## src/rtl/mrb_pkg.sv

```systemverilog
// Constants, types and CRC step for the read response builder
package mrb_pkg;
    // --------------------------------------------------------------
    // Function and exception codes, count field limits
    // --------------------------------------------------------------
    localparam logic [7:0]  FN_DISC     = 8'h02;
    localparam logic [7:0]  FN_HOLD     = 8'h03;
    localparam logic [7:0]  FN_INPUT    = 8'h04;
    localparam logic [7:0]  EXC_FLAG    = 8'h80;
    localparam logic [7:0]  EXC_ADDR    = 8'h02;
    localparam logic [7:0]  EXC_DATA    = 8'h03;
    localparam logic [7:0]  EXC_DEV     = 8'h04;
    localparam logic [7:0]  EXC_BUSY    = 8'h05;
    localparam logic [7:0]  CNT_HI      = 8'h00;
    localparam logic [7:0]  MAX_FLOAT   = 8'h08;
    // --------------------------------------------------------------
    // Frame layout and CRC
    // --------------------------------------------------------------
    localparam logic [2:0]  QRY_LAST    = 3'h7;
    localparam logic [1:0]  HDR_LAST    = 2'h2;
    localparam logic [1:0]  WORD_LAST   = 2'h1;
    localparam logic [1:0]  FLOAT_LAST  = 2'h3;
    localparam logic [2:0]  BIT_LAST    = 3'h7;
    localparam logic [15:0] CRC_INIT    = 16'hffff;
    localparam logic [15:0] CRC_POLY    = 16'ha001;
    localparam logic [15:0] CRC_RESIDUE = 16'h0000;

    typedef enum logic [1:0] {
        KIND_BIT   = 2'b00,
        KIND_WORD  = 2'b01,
        KIND_FLOAT = 2'b10
    } mrb_kind_type;

    typedef struct packed {
        logic         valid;
        mrb_kind_type kind;
        logic [15:0]  addr;
    } mrb_mem_req_type;

    typedef struct packed {
        logic        mapped;
        logic        read_lvl1;
        logic        fresh;
        logic [31:0] value;
    } mrb_mem_rsp_type;

    function automatic logic [15:0] mrb_crc_step(input logic [15:0] crc_in,
                                                 input logic [7:0]  data);
        logic [15:0] c;
        c = crc_in ^ {8'h00, data};
        for (int b = 0; b < 8; b++) begin
            c = c[0] ? ((c >> 1) ^ CRC_POLY) : (c >> 1);
        end
        return c;
    endfunction : mrb_crc_step
endpackage : mrb_pkg

```

## src/rtl/mrb_read_builder.sv

```systemverilog
// Query decoder and reply builder for discrete, word and float reads
//
// Operation
// - Function 02 query: address, 02, start hi/lo, 00, N, CRC lo/hi.
// - Discrete input served only if mapped to a level-1 readable bit.
// - First requested input in bit 0 of first byte, next upward.
// - Unused high bits of last discrete byte are zero.
// - Discrete byte count is N divided by eight, rounded up.
// - Reply: address, code, byte count, data, CRC low then high.
// - Codes 03/04 need level-1 word mapping; addresses step by one.
// - Word query: 03 or 04, start hi/lo, 00, N, CRC lo/hi.
// - Word reply count 2N, each value high byte first.
// - Float variant needs level-1 float mapping; addresses step by two.
// - Float query count field holds twice the float count, high byte 00.
// - Float reply count 4N, four bytes per value, then CRC.
// - Float byte order set by reverse and pairwise exchange bits.
// - Over eight floats or odd register count gives exception 03.
// - Any unconfigured address gives exception 02.
// - Stale field data gives 04; repeat before update gives 05.
`timescale 1ns/1ps
module mrb_read_builder
    import mrb_pkg::*;
(
    // Clock and reset
    input  wire logic                     sys_clk,
    input  wire logic                     rst_n,
    // Received bytes, same clock
    input  wire logic                     rx_valid,
    input  wire logic [7:0]               rx_data,
    input  wire logic                     rx_gap,
    // Configuration
    input  wire logic [7:0]               slave_addr,
    input  wire logic                     float_mode,
    input  wire logic                     byte_reverse,
    input  wire logic                     pair_swap,
    // Memory image
    output mrb_pkg::mrb_mem_req_type      mem_req,
    input  wire mrb_pkg::mrb_mem_rsp_type mem_rsp,
    input  wire logic                     image_update,
    output logic                          refresh_req,
    // Reply bytes
    output logic                          tx_valid,
    output logic [7:0]                    tx_data,
    input  wire logic                     tx_ready
);
    import mrb_pkg::*;

    typedef enum logic [3:0] {
        S_RX      = 4'b0000,
        S_DECODE  = 4'b0001,
        S_CHK_REQ = 4'b0010,
        S_CHK_RSP = 4'b0011,
        S_HDR     = 4'b0100,
        S_FETCH   = 4'b0101,
        S_FWAIT   = 4'b0110,
        S_EMIT    = 4'b0111,
        S_CRC     = 4'b1000
    } mrb_state_type;

    mrb_state_type state;
    logic [7:0]    q [0:7];
    logic [2:0]    rx_cnt;
    logic [15:0]   crc;
    logic          exc;
    logic [7:0]    exc_code;
    logic [8:0]    idx;
    logic [1:0]    hdr_idx;
    logic [1:0]    byte_k;
    logic          crc_k;
    logic [31:0]   hold;
    logic [7:0]    disc_bits;
    logic          bad_map;
    logic          bad_fresh;
    logic          fetched_last;
    logic [31:0]   last_sig;
    logic          sig_valid;
    logic          upd_seen;

    // --------------------------------------------------------------
    // Query field decode
    // --------------------------------------------------------------
    wire [7:0]  fn        = q[1];
    wire [15:0] start     = {q[2], q[3]};
    wire [7:0]  cnt       = q[5];
    wire        is_disc   = (fn == FN_DISC);
    wire        is_float  = (fn == FN_HOLD) && float_mode;
    wire        fn_ok     = is_disc || (fn == FN_HOLD) || (fn == FN_INPUT);
    wire [7:0]  n_items   = is_float ? {1'b0, cnt[7:1]} : cnt;
    // Float count must be even and at most eight values
    wire        fmt_bad   = (q[4] != CNT_HI) || (cnt == CNT_HI) ||
                            (is_float && (cnt[0] || n_items > MAX_FLOAT));
    wire        accept    = (q[0] == slave_addr) && (crc == CRC_RESIDUE) && fn_ok;
    wire [31:0] cur_sig   = {fn, start, cnt};
    wire        repeat_q  = sig_valid && (last_sig == cur_sig) && !upd_seen;
    wire        last_item = (idx == {1'b0, n_items} - 9'h001);
    wire        item_bad  = !(mem_rsp.mapped && mem_rsp.read_lvl1);
    wire        map_fail  = bad_map || item_bad;
    wire        stale     = bad_fresh || !mem_rsp.fresh;
    wire mrb_kind_type kind = mrb_kind_type'(is_disc ? KIND_BIT
                                            : (is_float ? KIND_FLOAT : KIND_WORD));
    wire [15:0] item_addr = start + (is_float ? {6'h00, idx, 1'b0}
                                              : {7'h00, idx});

    // --------------------------------------------------------------
    // Reply byte selection
    // --------------------------------------------------------------
    wire [9:0]  disc_cnt  = ({2'b00, n_items} + 10'h007) >> 3;
    wire [9:0]  wide_cnt  = is_float ? {n_items, 2'b00}
                                     : {1'b0, n_items, 1'b0};
    wire [7:0]  byte_cnt  = is_disc ? disc_cnt[7:0] : wide_cnt[7:0];
    wire [1:0]  f_sel     = (byte_k ^ {1'b0, pair_swap}) ^ {2{byte_reverse}};
    wire [7:0]  f_byte    = hold[{f_sel, 3'b000} +: 8];
    wire [7:0]  w_byte    = (byte_k == 2'b00) ? hold[15:8] : hold[7:0];
    wire [7:0]  e_byte    = is_disc ? disc_bits : (is_float ? f_byte : w_byte);
    wire [1:0]  e_last    = is_disc ? 2'b00 : (is_float ? FLOAT_LAST : WORD_LAST);
    wire [7:0]  h_byte    = (hdr_idx == 2'b00) ? slave_addr :
                            (hdr_idx == 2'b01) ? (exc ? (fn | EXC_FLAG) : fn) :
                            (exc ? exc_code : byte_cnt);
    wire [7:0]  c_byte    = crc_k ? crc[15:8] : crc[7:0];
    wire        sending   = (state == S_HDR) || (state == S_EMIT) || (state == S_CRC);
    wire        load      = sending && (!tx_valid || tx_ready);
    wire [7:0]  out_byte  = (state == S_HDR) ? h_byte :
                            (state == S_EMIT) ? e_byte : c_byte;
    wire        sig_store = (state == S_CRC) && load && crc_k && !exc;
    wire [15:0] crc_base  = (rx_cnt == 3'h0) ? CRC_INIT : crc;
    wire        next_upd  = image_update || (upd_seen && !sig_store);

    // --------------------------------------------------------------
    // Query capture
    // --------------------------------------------------------------
    always_ff @(posedge sys_clk or negedge rst_n) begin
        if (!rst_n) begin
            rx_cnt <= 3'h0;
            for (int i = 0; i < 8; i++) q[i] <= 8'h00;
        end else if (state == S_RX) begin
            if (rx_gap) begin
                rx_cnt <= 3'h0;
            end else if (rx_valid) begin
                q[rx_cnt] <= rx_data;
                rx_cnt    <= rx_cnt + 3'h1;
            end
        end
    end

    // --------------------------------------------------------------
    // Repeat tracking
    // --------------------------------------------------------------
    always_ff @(posedge sys_clk or negedge rst_n) begin
        if (!rst_n) begin
            last_sig  <= 32'h0000_0000;
            sig_valid <= 1'b0;
            upd_seen  <= 1'b0;
        end else begin
            upd_seen <= next_upd;
            if (sig_store) begin
                last_sig  <= cur_sig;
                sig_valid <= 1'b1;
            end
        end
    end

    // --------------------------------------------------------------
    // Output byte register
    // --------------------------------------------------------------
    always_ff @(posedge sys_clk or negedge rst_n) begin
        if (!rst_n) begin
            tx_valid <= 1'b0;
            tx_data  <= 8'h00;
        end else if (load) begin
            tx_valid <= 1'b1;
            tx_data  <= out_byte;
        end else if (tx_ready) begin
            tx_valid <= 1'b0;
        end
    end

    // --------------------------------------------------------------
    // Sequencer
    // --------------------------------------------------------------
    always_ff @(posedge sys_clk or negedge rst_n) begin
        if (!rst_n) begin
            state <= S_RX; crc <= CRC_INIT; exc <= 1'b0; exc_code <= 8'h00;
            idx <= 9'h000; hdr_idx <= 2'b00; byte_k <= 2'b00; crc_k <= 1'b0;
            hold <= 32'h0000_0000; disc_bits <= 8'h00; bad_map <= 1'b0;
            bad_fresh <= 1'b0; fetched_last <= 1'b0; refresh_req <= 1'b0;
            mem_req <= '0;
        end else begin
            refresh_req   <= 1'b0;
            mem_req.valid <= 1'b0;
            case (state)
                S_RX: begin
                    if (!rx_gap && rx_valid) begin
                        crc <= mrb_crc_step(crc_base, rx_data);
                        if (rx_cnt == QRY_LAST) state <= S_DECODE;
                    end
                end
                S_DECODE: begin
                    idx <= 9'h000; bad_map <= 1'b0; bad_fresh <= 1'b0;
                    exc <= fmt_bad; exc_code <= EXC_DATA; hdr_idx <= 2'b00;
                    crc <= CRC_INIT;
                    refresh_req <= accept;
                    // Frames for other stations or codes pass silently
                    if (!accept) state <= S_RX;
                    else if (fmt_bad) state <= S_HDR;
                    else state <= S_CHK_REQ;
                end
                S_CHK_REQ, S_FETCH: begin
                    mem_req <= '{valid: 1'b1, kind: kind, addr: item_addr};
                    state   <= (state == S_FETCH) ? S_FWAIT : S_CHK_RSP;
                end
                S_CHK_RSP: begin
                    bad_map   <= map_fail;
                    bad_fresh <= stale;
                    idx       <= idx + 9'h001;
                    state     <= last_item ? S_HDR : S_CHK_REQ;
                    if (last_item) begin
                        exc      <= map_fail || stale || repeat_q;
                        exc_code <= map_fail ? EXC_ADDR : (stale ? EXC_DEV : EXC_BUSY);
                    end
                end
                S_HDR: if (load) begin
                    crc     <= mrb_crc_step(crc, out_byte);
                    hdr_idx <= hdr_idx + 2'b01;
                    idx <= 9'h000; disc_bits <= 8'h00; crc_k <= 1'b0;
                    if (hdr_idx == HDR_LAST) state <= exc ? S_CRC : S_FETCH;
                end
                S_FWAIT: begin
                    hold         <= mem_rsp.value;
                    idx          <= idx + 9'h001;
                    fetched_last <= last_item;
                    byte_k       <= 2'b00;
                    if (is_disc) disc_bits[idx[2:0]] <= mem_rsp.value[0];
                    state <= (!is_disc || last_item || idx[2:0] == BIT_LAST) ? S_EMIT
                                                                             : S_FETCH;
                end
                S_EMIT: if (load) begin
                    crc    <= mrb_crc_step(crc, out_byte);
                    byte_k <= byte_k + 2'b01;
                    if (byte_k == e_last) begin
                        disc_bits <= 8'h00;
                        state     <= fetched_last ? S_CRC : S_FETCH;
                    end
                end
                S_CRC: if (load) begin
                    crc_k <= 1'b1;
                    if (crc_k) state <= S_RX;
                end
                default: state <= S_RX;
            endcase
        end
    end
endmodule : mrb_read_builder

```

## config.mk

```make
export PLATFORM = sky130hd
export DESIGN_NAME = mrb_read_builder
export DESIGN_NICKNAME = d
export VERILOG_FILES = /design/src/rtl/mrb_pkg.sv /design/src/rtl/mrb_read_builder.sv
export SDC_FILE = /design/constraint.sdc
export NUM_CORES = 1
export LEC_CHECK = 0
export BUFFER_PORTS_ARGS = -buffer_cell sky130_fd_sc_hd__buf_4
export CAP_MARGIN = 20
export CORE_MARGIN = 2
export CORE_UTILIZATION = 60
export DETAILED_ROUTE_END_ITERATION = 6
export PLACE_DENSITY = 0.8
export SETUP_SLACK_MARGIN = 0.3
export SYNTH_ARGS = -nofsm -noshare
export SYNTH_HDL_FRONTEND = slang
export SYNTH_SLANG_ARGS = --single-unit
export TNS_END_PERCENT = 100
```

## constraint.sdc

```tcl
create_clock -name sys_clk -period 10.2 [get_ports sys_clk]
set_clock_uncertainty 0.15 [all_clocks]
set_input_delay 1.02 -clock sys_clk [delete_from_list [all_inputs] [get_ports sys_clk]]
set_output_delay 1.02 -clock sys_clk [all_outputs]
set_load 0.01 [all_outputs]
```

==> results.yml <==
routing:
  vias: 9037
  ant_nets: 0
  wl_met1_um: 12300
  drc_errors: 7
  dr_wl_met2_um: 13700
  firstDrtPassIters: 7
  dr.max_layer_used: "met4"
  first_iter_violations: 927
  finalWirelength_um: 29000
  routed-wl-met3_um: 1620
  drt-vias-per-instance: 6.11
  post_drt_wl_per_cell_um: 19.6
grt:
  antenna_found_initial: 0
  overflow: 0
  grt_usage: 0.295
  grt_max_degree: 138
  grt_pass1_vias: 8624
  grt_pass1_wl_um: 45900
floorplan:
  die_area_mm2: 0.0201
  die_w_um: 142
  fp.coreArea_mm2: 0.0186
  start_util: 0.611
  die_y_um: 142
  io_pins: 89
  row_count: 50
placement:
  hpwl_um: 20400
  gp_congestion: 0.969
  port_buffers: 88
worst_setup_path:
  critPathKind: "register to register"
  crit_path_top_delay_cell: "or4_1"
  crit_fanout: 21
  critical_path.startpoint_type: "register"
  cp-end-kind: "register"
  path_common_cell: "xnor2_1"
  path_buf_inv: 1
  crit_family: "simple AND/OR/NAND/NOR gates"
  crit_required_ns: 10.42
  crit_arrival_ns: 4.96
  crit_chain: "or4_1 > or3_1 > buf_16 > mux2i_4 > nor4_1 > xnor2_1 > a31o_1 > a31oi_1 > xnor2_1 > xnor3_1 > a21oi_1 > nor2_1"
  max_stage_delay_ns: 0.83
sta:
  fmax_mhz: 211
  post-route-period-util: 0.464
  finalSetupViolCount: 0
  holdWs_ns: 0.285
  drv_slew: 0
  hold_viol: 0
  fin_tns_setup_ns: 0
  slew_headroom: 0.394
  period_needed_ns: 4.74
  worst_pin_slew_ns: 0.905
  rsz0062_at_grt: "false"
clocking:
  cts_tree: "built"
  postCtsSetupRepairBufs: 0
  clk_pin_slew_worst_paths_ns: 0.07
  postCtsHoldBufs: 0
  cts-buffers-inserted: 17
  clockBufferDepth: 2
  insertion_delay_ns: 0.44
  cts.sinks: 195
  root_buffer: "clkbuf_16"
  htreeDepth: 4
  cts_resized: 0
outcome:
  violations: "design-rule violations"
  run_status: "complete, but fails checks"
logic_synthesis:
  async_flop_share: 1.00
  synth_edf_count: 0
  ys_seq_area_frac: 0.430
  synth_warnings: 0
  synth_area_mm2: 0.0114
  syn_inst: 1196
  synthDistinctLibCells: 76
  synth.net_count: 1276
  ys_seq_elements: 195
  synthFlopType: "dfrtp_1"
  syn_area_per_cell_um2: 9.52
flow_run:
  maxCapViolCount: 0
final_layout:
  syn2layout_area_growth_pct: 11.6
  ff_latch_area_mm2: 0.00490
  antenna_cells: 0
  fillCellCount: 1448
  multi_input_area_mm2: 0.00606
  finalNetCount: 1312
  drive_gt1_frac: 0.206
worst_hold_path:
  hp-class: "input pin to async pin"
power:
  p_per_area_mw_per_mm2: 337
  p_leak_nw: 5.79
  irDropWorstVdd_uv: 254
-- final timing paths --
check / slack [ns] / cells after the start / endpoint / startpoint
max in group asynchronous: 8.62 / 2 / hold[21]$_DFFE_PN0P_ / rst_n
worst min register to register: 0.33 / 2 / hold[20]$_DFFE_PN0P_ / hold[20]$_DFFE_PN0P_
worst min-delay path: 0.29 / 1 / mem_req[4]$_DFFE_PN0P_ / rst_n
worst max register to register: 5.46 / 12 / crc[0]$_DFFE_PN1P_ / fn[3]$_DFFE_PN0P_
worst max-delay path: 5.46 / 12 / crc[0]$_DFFE_PN1P_ / fn[3]$_DFFE_PN0P_
min in group sys_clk: 0.33 / 2 / hold[20]$_DFFE_PN0P_ / hold[20]$_DFFE_PN0P_
-- sequential cells by signal, summed over array words and instances (netlist names), 3 cells and up --
signal     cells
exc_code       3
idx            9
tx_data        8
cnt            8
q             16
disc_bits      8
hold          32
last_sig      32
fn             8
cur_sig       16
state          4
crc           16
mem_req       19
rx_cnt         3
-- logic make-up after synthesis --
group	count (synthesis)	share of synthesized area
xor+xnor	120	0.100
buf+inv	107	0.0376
mux	121	0.125
flops	195	0.430
simple gates	413	0.165
fa+ha+maj	20	0.0226
compound gates	220	0.119
-- cells in the mapped netlist, drive strengths merged (5+ instances only) --
cell type	n	area, um2
nor3	15	103
xor2	34	313
inv	24	90.1
nor4	18	119
o21bai	8	60.1
o31ai	6	45.0
nand4	13	81.3
dfrtp	179	4480
mux4	5	113
a21o	7	52.6
nand2b	11	68.8
a211oi	8	60.1
xnor2	83	761
mux2i	31	348
nor2	86	323
o211ai	5	37.5
buf	11	67.6
dfstp	16	420
and3	6	37.5
nand2	199	747
o22ai	5	31.3
and2	7	43.8
clkbuf	70	263
nand3	26	130
ha	19	238
a22oi	5	37.5
mux2	85	957
a31oi	13	81.3
a21oi	61	305
o21ai	73	369
or3	13	81.3
nor2b	6	37.5
-- through the flow --
stage               cells  total power, W  utilization  setup slack, ns  instance area [um2]
floorplan            1196         0.00304            -             5.85                11400
global placement     1444         0.00351        0.647             5.25                12100
detailed placement   1444         0.00357        0.647             5.15                12100
CTS                  1475         0.00426        0.678             5.23                12600
global route         1478         0.00457        0.682             5.09                12700
finish               1478         0.00428        0.682             5.46                12700
-- power breakdown --
group | switching [W] | leakage (nW) | internal [W]
registers | 0.000349 | 2.49 | 0.00105
clock network | 0.000321 | 0.276 | 0.000351
logic | 0.00122 | 3.03 | 0.000995
-- layout make-up --
type | count | share of cell area
multi-input combinational | 894 | 0.477
sequential | 195 | 0.386
timing repair buffer | 98 | 0.0613
clock buffer | 18 | 0.0346
tap | 234 | 0.0230
clock inverter | 13 | 0.0109
inverter | 26 | 0.00768
-- cells in the final DEF, fill, tap and decap left out, drive strengths merged, types with 4 or more instances in the layout --
cell    instances
nand2         199
dfrtp         179
buf            97
nor2           86
mux2           85
xnor2          83
o21ai          73
a21oi          61
xor2           34
mux2i          31
inv            31
nand3          26
ha             19
clkbuf         19
nor4           18
dfstp          16
nor3           15
or3            13
nand4          13
a31oi          13
nand2b         11
a211oi          8
o21bai          8
a21o            7
and2            7
nor2b           6
and3            6
o31ai           6
o22ai           5
o211ai          5
mux4            5
a22oi           5
a221oi          4
clkinv          4
-- routing by layer --
| layer | GRT usage | up-vias |
|---|---|---|
| met5 | 0 | - |
| met4 | 0.145 | 0 |
| met3 | 0.0516 | 104 |
| met2 | 0.470 | 356 |
| met1 | 0.392 | 4362 |
| li1 | - | 4215 |
Note: power is estimated with default switching activity, not from simulation.
